### src/verilog/scp_defs.vh
// Function
// Eight pins each take one of four roles.
// Pin roles come only from configuration registers.
// Analog output pins use 12-bit DAC, span selectable.
// Analog inputs muxed to shared 12-bit ADC.
// Shared converter sustains 400 kSPS aggregate.
// Internal reference stays off until software enables.
// Output levels written, input levels read serially.
// Results, readback and temperature leave on serial_out.
// Output bits shift on serial clock rising edges.
// Frame start presents output MSB at once.
// Next bit on first rise after a fall.
// Input bits sampled on serial clock falling edges.
// Frame select low; sixteen falling edges form frame.
// Host limits clock to 50/20 MHz.
// Reset pin low asynchronously restores configuration defaults.
// Top pin may show converter busy.
// Temperature arrives within the ADC readback sequence.
// Act only on complete frames; discard abandoned ones.
`ifndef SCP_DEFS_VH
`define SCP_DEFS_VH

// Timing.
`define SCP_CLK_KHZ      250000
`define SCP_ADC_KSPS     400
`define SCP_CONV_CYC     (`SCP_CLK_KHZ / `SCP_ADC_KSPS)
`define SCP_FRAME_BITS   5'h10

// Serial command word layout.
`define SCP_CMD_DAC      15
`define SCP_CMD_CH_HI    14
`define SCP_CMD_CH_LO    12
`define SCP_CMD_ADR_HI   14
`define SCP_CMD_ADR_LO   11

// Serial register addresses.
`define SCP_SR_NOP       4'h0
`define SCP_SR_SEQ       4'h2
`define SCP_SR_CTRL      4'h3
`define SCP_SR_ADC_CFG   4'h4
`define SCP_SR_DAC_CFG   4'h5
`define SCP_SR_RB        4'h6
`define SCP_SR_GPO_CFG   4'h8
`define SCP_SR_GPO_DAT   4'h9
`define SCP_SR_GPI_CFG   4'ha
`define SCP_SR_REF       4'hb
`define SCP_SR_SRST      4'hf
`define SCP_SRST_KEY     11'h5ac

// Field positions.
`define SCP_SEQ_TEMP     8
`define SCP_SEQ_REP      9
`define SCP_CTRL_DSPAN   4
`define SCP_CTRL_ASPAN   5
`define SCP_CTRL_BUSY    8
`define SCP_RB_EN        6
`define SCP_GPI_RB       10
`define SCP_REF_EN       9
`define SCP_TEMP_CH      4'h8
`define SCP_NO_CH        4'hf

// APB offsets and reset values.
`define SCP_APB_CTRL     8'h00
`define SCP_APB_STAT     8'h04
`define SCP_APB_LAST     8'h08
`define SCP_APB_RES      8'h0c
`define SCP_CTRL_RST     1'h1

`endif

### src/verilog/scp_sync.v
`timescale 1ns/1ps
// Two-stage synchroniser for inputs from outside the clock domain.
module scp_sync #(
   parameter W = 1
) (
   input  wire         i_clk_sys,
   input  wire         i_rst,
   input  wire [W-1:0] i_d,
   output wire [W-1:0] o_q
);
   reg [W-1:0] s1;
   reg [W-1:0] s2;

   always @(posedge i_clk_sys) begin
      if (i_rst) begin
         s1 <= {W{1'b1}};
         s2 <= {W{1'b1}};
      end else begin
         s1 <= i_d;
         s2 <= s1;
      end
   end

   assign o_q = s2;
endmodule // scp_sync

### src/verilog/scp_top.v
// The implementer's own choices: the APB register port and the placing of the registers.
`timescale 1ns/1ps
`include "scp_defs.vh"
module scp_top (
   input  wire        i_clk_sys,
   input  wire        i_rst,
   input  wire        i_reset_n,
   input  wire        i_sclk,
   input  wire        i_frame_n,
   input  wire        i_serial_in,
   output wire        o_serial_out,
   output wire        o_serial_out_oe,
   input  wire [7:0]  i_config_pin,
   output reg  [7:0]  o_config_pin,
   output reg  [7:0]  o_config_pin_oe,
   output wire [95:0] o_dac_val,
   output reg  [7:0]  o_dac_en,
   output wire        o_dac_span,
   output wire        o_adc_span,
   output wire        o_ref_en,
   output wire [3:0]  o_adc_chan,
   output wire        o_adc_busy,
   input  wire [11:0] i_adc_result,
   input  wire [11:0] i_temp_result,
   input  wire        psel,
   input  wire        penable,
   input  wire        pwrite,
   input  wire [7:0]  paddr,
   input  wire [31:0] pwdata,
   output reg  [31:0] prdata,
   output wire        pready,
   output wire        pslverr
);
   // ******************************
   // Pin synchronisation and edges
   // ******************************
   wire [10:0] sq;
   wire        sclk_q  = sq[10];
   wire        frame_q = sq[9];
   wire        sdi_q   = sq[8];
   wire [7:0]  pin_q   = sq[7:0];
   reg         sclk_d;
   reg         frame_d;

   scp_sync #(.W(11)) u_sync (
      .i_clk_sys (i_clk_sys),
      .i_rst     (i_rst),
      .i_d       ({i_sclk, i_frame_n, i_serial_in, i_config_pin}),
      .o_q       (sq)
   );

   always @(posedge i_clk_sys) begin
      if (i_rst) begin
         sclk_d  <= 1'b1;
         frame_d <= 1'b1;
      end else begin
         sclk_d  <= sclk_q;
         frame_d <= frame_q;
      end
   end

   wire sclk_fall   = sclk_d & ~sclk_q;
   wire sclk_rise   = ~sclk_d & sclk_q;
   wire frame_start = frame_d & ~frame_q;
   wire frame_act   = ~frame_q;

   // ******************************
   // Serial frame engine
   // ******************************
   reg         link_en;
   reg  [15:0] rx;
   reg  [15:0] tx;
   reg  [4:0]  bit_cnt;
   reg         seen_fall;
   reg  [15:0] last_cmd;
   wire [15:0] tx_word;
   wire        cmd_go = frame_act & ~frame_start & sclk_fall &
                        (bit_cnt == `SCP_FRAME_BITS - 5'h1) & link_en;
   wire [15:0] cmd = {rx[14:0], sdi_q};
   wire [3:0]  cmd_adr = cmd[`SCP_CMD_ADR_HI:`SCP_CMD_ADR_LO];
   wire [10:0] cmd_dat = cmd[10:0];
   wire        is_dac = cmd[`SCP_CMD_DAC];
   wire        reg_go = cmd_go & ~is_dac;

   always @(posedge i_clk_sys) begin
      if (i_rst) begin
         rx        <= 16'h0000;
         tx        <= 16'h0000;
         bit_cnt   <= 5'h00;
         seen_fall <= 1'b0;
         last_cmd  <= 16'h0000;
      end else if (frame_start) begin
         tx        <= tx_word;
         bit_cnt   <= 5'h00;
         seen_fall <= 1'b0;
      end else if (frame_act) begin
         if (sclk_fall && bit_cnt < `SCP_FRAME_BITS) begin
            rx        <= cmd;
            bit_cnt   <= bit_cnt + 5'h01;
            seen_fall <= 1'b1;
         end else if (sclk_rise && seen_fall) begin
            tx        <= {tx[14:0], 1'b0};
            seen_fall <= 1'b0;
         end
         if (cmd_go) begin
            last_cmd <= cmd;
         end
      end
   end

   assign o_serial_out    = tx[15];
   assign o_serial_out_oe = frame_act;

   // ******************************
   // Configuration registers
   // ******************************
   reg [7:0]  adc_mask;
   reg [7:0]  dac_mask;
   reg [7:0]  gpo_mask;
   reg [7:0]  gpi_mask;
   reg [7:0]  gpo_data;
   reg        ref_en;
   reg        dac_span;
   reg        adc_span;
   reg        busy_en;
   reg [7:0]  seq_mask;
   reg        seq_temp;
   reg        seq_rep;
   reg        seq_go;
   reg        rb_pend;
   reg [3:0]  rb_sel;
   reg [11:0] dac_val [0:7];
   integer    k;
   integer    j;
   wire       srst = reg_go && cmd_adr == `SCP_SR_SRST &&
                     cmd_dat == `SCP_SRST_KEY;

   always @(posedge i_clk_sys or negedge i_reset_n) begin
      if (!i_reset_n) begin
         adc_mask <= 8'h00;
         dac_mask <= 8'h00;
         gpo_mask <= 8'h00;
         gpi_mask <= 8'h00;
         gpo_data <= 8'h00;
         ref_en   <= 1'b0;
         dac_span <= 1'b0;
         adc_span <= 1'b0;
         busy_en  <= 1'b0;
         seq_mask <= 8'h00;
         seq_temp <= 1'b0;
         seq_rep  <= 1'b0;
         seq_go   <= 1'b0;
         rb_pend  <= 1'b0;
         rb_sel   <= 4'h0;
         for (k = 0; k < 8; k = k + 1) begin
            dac_val[k] <= 12'h000;
         end
      end else if (i_rst || srst) begin
         adc_mask <= 8'h00;
         dac_mask <= 8'h00;
         gpo_mask <= 8'h00;
         gpi_mask <= 8'h00;
         gpo_data <= 8'h00;
         ref_en   <= 1'b0;
         dac_span <= 1'b0;
         adc_span <= 1'b0;
         busy_en  <= 1'b0;
         seq_mask <= 8'h00;
         seq_temp <= 1'b0;
         seq_rep  <= 1'b0;
         seq_go   <= 1'b0;
         rb_pend  <= 1'b0;
         rb_sel   <= 4'h0;
         for (k = 0; k < 8; k = k + 1) begin
            dac_val[k] <= 12'h000;
         end
      end else begin
         seq_go <= 1'b0;
         if (frame_start) begin
            rb_pend <= 1'b0;
         end
         if (cmd_go && is_dac) begin
            dac_val[cmd[`SCP_CMD_CH_HI:`SCP_CMD_CH_LO]] <= cmd[11:0];
         end
         if (reg_go) begin
            case (cmd_adr)
               `SCP_SR_SEQ: begin
                  seq_mask <= cmd_dat[7:0];
                  seq_temp <= cmd_dat[`SCP_SEQ_TEMP];
                  seq_rep  <= cmd_dat[`SCP_SEQ_REP];
                  seq_go   <= 1'b1;
               end
               `SCP_SR_CTRL: begin
                  dac_span <= cmd_dat[`SCP_CTRL_DSPAN];
                  adc_span <= cmd_dat[`SCP_CTRL_ASPAN];
                  busy_en  <= cmd_dat[`SCP_CTRL_BUSY];
               end
               `SCP_SR_ADC_CFG: adc_mask <= cmd_dat[7:0];
               `SCP_SR_DAC_CFG: dac_mask <= cmd_dat[7:0];
               `SCP_SR_RB: begin
                  rb_pend <= cmd_dat[`SCP_RB_EN];
                  rb_sel  <= cmd_dat[5:2];
               end
               `SCP_SR_GPO_CFG: gpo_mask <= cmd_dat[7:0];
               `SCP_SR_GPO_DAT: gpo_data <= cmd_dat[7:0];
               `SCP_SR_GPI_CFG: begin
                  gpi_mask <= cmd_dat[7:0];
                  if (cmd_dat[`SCP_GPI_RB]) begin
                     rb_pend <= 1'b1;
                     rb_sel  <= `SCP_SR_GPI_CFG;
                  end
               end
               `SCP_SR_REF: ref_en <= cmd_dat[`SCP_REF_EN];
               default: begin
               end
            endcase
         end
      end
   end

   genvar g;
   generate
      for (g = 0; g < 8; g = g + 1) begin : g_dac
         assign o_dac_val[g*12 +: 12] = dac_val[g];
      end
   endgenerate

   assign o_dac_span = dac_span;
   assign o_adc_span = adc_span;
   assign o_ref_en   = ref_en;

   // ******************************
   // Conversion sequencer
   // ******************************
   localparam ST_IDLE = 1'b0;
   localparam ST_CONV = 1'b1;
   reg        state;
   reg [9:0]  conv_cnt;
   reg [3:0]  conv_ch;
   reg [3:0]  res_tag;
   reg [11:0] res_val;
   wire [8:0] ch_mask = {seq_temp, seq_mask & adc_mask};

   function [3:0] find_ch;
      input [3:0] from;
      input [8:0] m;
      integer     i;
      begin
         find_ch = `SCP_NO_CH;
         for (i = 8; i >= 0; i = i - 1) begin
            if (m[i] && i >= from) begin
               find_ch = i[3:0];
            end
         end
      end
   endfunction

   wire [3:0] nxt_ch = find_ch(conv_ch + 4'h1, ch_mask);
   wire [3:0] first  = find_ch(4'h0, ch_mask);
   wire [31:0] conv_full = `SCP_CONV_CYC - 1;
   wire [9:0]  conv_load = conv_full[9:0];

   always @(posedge i_clk_sys or negedge i_reset_n) begin
      if (!i_reset_n) begin
         state    <= ST_IDLE;
         conv_cnt <= 10'h000;
         conv_ch  <= 4'h0;
         res_tag  <= 4'h0;
         res_val  <= 12'h000;
      end else if (i_rst || srst) begin
         state    <= ST_IDLE;
         conv_cnt <= 10'h000;
         conv_ch  <= 4'h0;
         res_tag  <= 4'h0;
         res_val  <= 12'h000;
      end else begin
         case (state)
            ST_IDLE: begin
               if (seq_go && first != `SCP_NO_CH) begin
                  state    <= ST_CONV;
                  conv_ch  <= first;
                  conv_cnt <= conv_load;
               end
            end
            ST_CONV: begin
               if (seq_go) begin
                  state <= (first != `SCP_NO_CH) ? ST_CONV : ST_IDLE;
                  conv_ch  <= first;
                  conv_cnt <= conv_load;
               end else if (conv_cnt != 10'h000) begin
                  conv_cnt <= conv_cnt - 10'h001;
               end else begin
                  res_tag <= conv_ch;
                  res_val <= (conv_ch == `SCP_TEMP_CH) ?
                             i_temp_result : i_adc_result;
                  conv_cnt <= conv_load;
                  if (nxt_ch != `SCP_NO_CH) begin
                     conv_ch <= nxt_ch;
                  end else if (seq_rep && first != `SCP_NO_CH) begin
                     conv_ch <= first;
                  end else begin
                     state <= ST_IDLE;
                  end
               end
            end
            default: state <= ST_IDLE;
         endcase
      end
   end

   wire busy = (state == ST_CONV);
   assign o_adc_busy = busy;
   assign o_adc_chan = conv_ch;

   // ******************************
   // Readback word and pin roles
   // ******************************
   reg [10:0] rb_val;

   always @* begin
      case (rb_sel)
         `SCP_SR_SEQ:     rb_val = {1'b0, seq_rep, seq_temp, seq_mask};
         `SCP_SR_CTRL:    rb_val = {2'b00, busy_en, 2'b00, adc_span,
                                    dac_span, 4'h0};
         `SCP_SR_ADC_CFG: rb_val = {3'b000, adc_mask};
         `SCP_SR_DAC_CFG: rb_val = {3'b000, dac_mask};
         `SCP_SR_GPO_CFG: rb_val = {3'b000, gpo_mask};
         `SCP_SR_GPO_DAT: rb_val = {3'b000, gpo_data};
         `SCP_SR_GPI_CFG: rb_val = {3'b000, pin_q & gpi_mask};
         `SCP_SR_REF:     rb_val = {1'b0, ref_en, 9'h000};
         default:         rb_val = 11'h000;
      endcase
   end

   assign tx_word = rb_pend ? {rb_sel, 1'b0, rb_val}
                            : {res_tag, res_val};

   always @(posedge i_clk_sys or negedge i_reset_n) begin
      if (!i_reset_n) begin
         o_config_pin    <= 8'h00;
         o_config_pin_oe <= 8'h00;
         o_dac_en        <= 8'h00;
      end else if (i_rst) begin
         o_config_pin    <= 8'h00;
         o_config_pin_oe <= 8'h00;
         o_dac_en        <= 8'h00;
      end else begin
         for (j = 0; j < 8; j = j + 1) begin
            o_dac_en[j] <= dac_mask[j];
            if (j == 7 && busy_en) begin
               o_config_pin[j]    <= busy;
               o_config_pin_oe[j] <= 1'b1;
            end else begin
               o_config_pin[j]    <= gpo_data[j];
               o_config_pin_oe[j] <= gpo_mask[j] & ~dac_mask[j] &
                                     ~adc_mask[j];
            end
         end
      end
   end

   // ******************************
   // APB slave
   // ******************************
   wire apb_setup = psel & ~penable;
   wire apb_wr    = psel & penable & pwrite;
   wire mapped    = paddr == `SCP_APB_CTRL || paddr == `SCP_APB_STAT ||
                    paddr == `SCP_APB_LAST || paddr == `SCP_APB_RES;

   always @(posedge i_clk_sys) begin
      if (i_rst) begin
         link_en <= `SCP_CTRL_RST;
         prdata  <= 32'h00000000;
      end else begin
         if (apb_wr && paddr == `SCP_APB_CTRL) begin
            link_en <= pwdata[0];
         end
         if (apb_setup) begin
            case (paddr)
               `SCP_APB_CTRL: prdata <= {31'h00000000, link_en};
               `SCP_APB_STAT: prdata <= {27'h0000000, rb_pend,
                                         frame_act, busy, ref_en,
                                         link_en};
               `SCP_APB_LAST: prdata <= {16'h0000, last_cmd};
               `SCP_APB_RES:  prdata <= {16'h0000, res_tag, res_val};
               default:       prdata <= 32'h00000000;
            endcase
         end
      end
   end

   assign pready  = 1'b1;
   assign pslverr = psel & penable & ~mapped;
endmodule // scp_top

### config.mk
export PLATFORM = sky130hd
export DESIGN_NAME = scp_top
export DESIGN_NICKNAME = d
export VERILOG_FILES = /design/src/verilog/scp_sync.v /design/src/verilog/scp_top.v
export VERILOG_INCLUDE_DIRS = /design/src /design/src/verilog
export SDC_FILE = /design/constraint.sdc
export NUM_CORES = 1
export LEC_CHECK = 0
export ABC_AREA = 1
export BUFFER_PORTS_ARGS = -buffer_cell sky130_fd_sc_hd__buf_2
export CAP_MARGIN = 20
export CORE_ASPECT_RATIO = 2
export CORE_UTILIZATION = 32
export DETAILED_ROUTE_END_ITERATION = 16
export PLACE_DENSITY = 0.58
export SYNTH_ARGS = -nofsm -noshare
export SYNTH_HDL_FRONTEND = slang
export SYNTH_SLANG_ARGS = --single-unit
### constraint.sdc
create_clock -name i_clk_sys -period 2.8 [get_ports i_clk_sys]
set_input_delay 0.7 -clock i_clk_sys [delete_from_list [all_inputs] [get_ports i_clk_sys]]
set_output_delay 0.7 -clock i_clk_sys [all_outputs]
set_load 0.01 [all_outputs]
==> summary.md <==
The iteration count of the initial detailed-routing pass came out at 5. Clock-pin slew was measured on the worst setup and hold paths at 0.07 ns. For this design the top-level I/O count stands at 245. Area inside the core boundary: 40470 um^2. Dividing the detail-routed wire length by the instance count gives 18.45 um.

The slew at the pin closest to its max-slew limit is 0.7347 ns, and the largest net degree at the start of global routing is 79. Setup violations remaining at the end of the flow were counted as 0. The average vias per placed instance is 5.001, and the count of non-filler cells in the finished layout is 2257. The overall track demand over capacity in global routing is 19.74%, and the hold buffer count at CTS is 0. For this run, design rule violations remaining after detail routing come to 0. The worst setup path is captured at a register. Along the worst path, the maximum fanout reaches 22. Launching instance or port of the critical path: bit_cnt[0]. In this run, synthesis produced a sequential element count of 305. Number of buffers added by the clock tree synthesis step: 29.

For the standby leakage power, the log shows 7.329 nW. Share of final-layout standard cells stronger than drive strength 1: 20.50%. Power spread over the standard cell area amounts to 585.4 nW/um^2. Setup repair after global routing could not meet its margin everywhere. The worst-case reg-to-reg path depth came out at 12. After layout, the minimum clock period comes to 2.691 ns. The post-synthesis to final-layout area growth is 20.69%, and the layout filler cell count is 4069. The number of max-cap violations is 0, and the portion of synthesized cell area occupied by the leading cell type is 40.06%.

The clock latency of the later-clocked register in the worst-skew pair was 0.57 ns. The post-placement setup slack was 0.008811 ns. Counting tap cells, the placed design contains a total of 2198 instances. For this run, the top clock speed supported by timing is 0.3716 GHz. Detailed routing inserted a total of 11287 vias. The worst register-to-register path ends at o_dac_val[32].

The max-slew violation count is 0. Data arrives at the worst endpoint at 3.11 ns. The reg2reg setup slack is 0.11 ns, and the H-tree depth reported by CTS is 1. The share of flip-flops with an asynchronous set or reset after synthesis is 69.18%, and the die height is 289.0 um. IR analysis of the VDD net gives a maximum drop of 0.0004238 V. The startpoint of the lowest-slack register-to-register path was bit_cnt[0]. From left edge to right edge, the die measures 145.5 um. The flow ran to the end, and the final reports show no timing, DRC or antenna violations. Number of DRC violations after detailed-routing iteration 0: 776. Class of the most critical hold timing path: in2async. Measured against its own limit, the worst slew margin works out to 50.65%. Final design utilization: 39.31%.

The number of hold-slack violations in the final timing report was 0. The worst setup path is of the reg2reg kind. The maximum clock path buffer count was 3; the starting utilization of the core area was 32.57%. Sorting the synthesized cells by area gives the leading types as dfrtp_1 (40%), dfxtp_1 (14%), o21ai_0 (8.1%), nand2_1 (7.2%), nand3_1 (4.9%). TritonCTS built the clock tree.

Sequential cells were found to cover 54.34% of the synthesized design area. The total of buffers placed on input and output ports was 196. Distinct cell type count after synthesis: 56. The logs give 0 for the number of antenna violations at the first check in global routing and 305 for the sink count of the clock tree. In the post-route analysis, the smallest setup slack over all paths is 0.1093 ns. The area enclosed by the die boundary is 42050 um^2, and the data required time of the worst path is 3.22 ns. Yosys printed 0 warnings. In this run the cell area of the synthesized design comes to 13180 um^2.

For this run, the post-layout net count is 1792. Area of all placed cells without fillers: 15910 um^2. The first global-routing pass estimated 63.99 mm of wire. Via count of the first global-routing pass: 11032.

STA classifies the critical path startpoint as a register. After layout, the worst path uses 96.10% of the clock period. After global routing the overflow that remains totals 0. The dominant register cell in the synthesized netlist is dfrtp_1. The largest total area in the synthesized netlist belongs to dfrtp_1.

In this run, synthesis inferred 0 flip-flops with an integrated enable. CTS placed an instance of clkbuf_16 at the clock tree root. The critical path goes through ha_1 -> inv_1 -> nor3_1 -> ha_1 -> inv_1 -> nor3_2 -> nand3_2 -> buf_4 -> nor2_8 -> nand2_1 -> nand3_1 -> o21ai_0. The average instance area after synthesis works out to 8.694 um^2. The master of the slowest instance on the critical path was nand2_1. The logs give 1516 for the number of cells produced by synthesis and 14800 um^2 for the post-detailed-placement cell area. In this design, the stage delay of the slowest critical-path cell is 0.45 ns. The total wire length after detailed routing was 41.64 mm.

At the end of routability-driven placement, the weighted congestion stood at 0.8793. The logs give 0.01405 ns for the setup skew after layout and 104 for the standard-cell row count. Once detailed placement completed, the half-perimeter wirelength came to 30.42 mm. The antenna diode instance count is 0.

Following the worst setup path forward leads to its endpoint at o_dac_val[32]. In this run the remaining antenna-violating nets after routing total 0.
-- registers in the layout (all words and copies together), names as in the netlist, 10 cells and up --
register,flops
o_dac_val,96
u_sync.o_q,11
rx,15
prdata,16
conv_cnt,10
u_sync.s1,11
res_val,12
tx,16
last_cmd,16
-- report_power, final --
group          internal, W  switching, W  total (W)
Combinational     0.000144      0.000346   0.000490
Clock              0.00259       0.00176    0.00435
Sequential         0.00443     0.0000392    0.00447
-- stage by stage --
step                      hold slack (ns)  power, W  setup TNS (ns)
after floorplan                    0.3895  0.004840               0
after global placement             0.3970  0.005044               0
after detailed placement           0.3929  0.005048               0
after CTS                         0.06103  0.009408               0
after global routing              0.08663  0.009612          -2.372
final                             0.06183  0.009311               0
-- routing by layer --
metal | share of wire (%) | up-vias | global-route usage [%]
met2 | 55 | 322 | 38.39
li1 | - | 5457 | -
met3 | 4.4 | 81 | 2.063
met5 | 0 | - | 0
met4 | 4.6 | 0 | 9.711
met1 | 36 | 5427 | 21.00
-- placed cells by master, fill, tap and decap left out, types with 37 or more instances in the layout --
cell type and instances:
dfrtp_1 211, dfxtp_1 94, a21oi_1 87, nor2_1 93, nand2_1 249, o21ai_0 214
nand3_1 129, inv_1 128, buf_2 195, buf_4 37
-- worst min path at each step --
stage / start / end / slack [ns] / cells after the start
3_5_place_dp: u_sync.s1[9] / u_sync.o_q[9] / 0.39 / 1
2_1_floorplan: u_sync.s1[0] / u_sync.o_q[0] / 0.39 / 1
4_1_cts: i_reset_n / o_config_pin_oe[5] / 0.06 / 1
5_1_grt: i_reset_n / o_config_pin_oe[6] / 0.09 / 1
6_report: i_reset_n / o_config_pin[2] / 0.06 / 1
3_3_place_gp: u_sync.s1[9] / u_sync.o_q[9] / 0.40 / 1
-- synthesized netlist by cell type, types with 4 or more instances --
library cell  number
nand2_1          253
o21ai_0          214
dfrtp_1          211
nand3_1          129
inv_1            128
dfxtp_1           94
nor2_1            93
a21oi_1           87
clkbuf_1          45
nand4_1           29
buf_2             27
buf_4             23
a31oi_1           22
or2_2             22
o22ai_1           17
o21ai_1           13
nor3_1            12
nor4_1             8
a221oi_1           7
ha_1               7
nor2_2             6
o211ai_1           6
buf_6              5
nor2_4             4
o221ai_1           4
-- logic make-up (layout without fill, tap and decap cells) --
group           after synthesis  after routing  share of synthesized area, %
other cells                   2             17                       0.05698
flops                       305            305                         54.34
xor+xnor                      4              4                        0.2659
compound gates              393            393                         16.99
buf+inv                     237            433                         8.003
fa+ha+maj                     7              7                        0.6645
simple gates                568            568                         19.68
-- final cells by class --
class	instances	area (um^2)	share of cell area [%]
clock buffer	37	805.8	5.066
clock inverter	17	247.7	1.557
inverter	135	514.2	3.233
multi-input combinational	989	5035	31.65
sequential	305	7162	45.02
tap	530	663.1	4.169
timing repair buffer	244	1479	9.298
-- critical path: cells and delay by family, from the launching register on --
family | cells | cell delay [ns]
buffers and inverters | 3 | 0.33
DFF | 1 | 0.36
adders and majority gates | 2 | 0.37
AOI/OAI and AO/OA | 1 | 0.11
and+or+nand+nor | 6 | 1.37
-- repair_timing --
action,CTS,global route
endpoints found under the setup margin,0,76
gates resized for setup,0,6
buffers inserted,0,5
(Power assumes the default switching activity.)
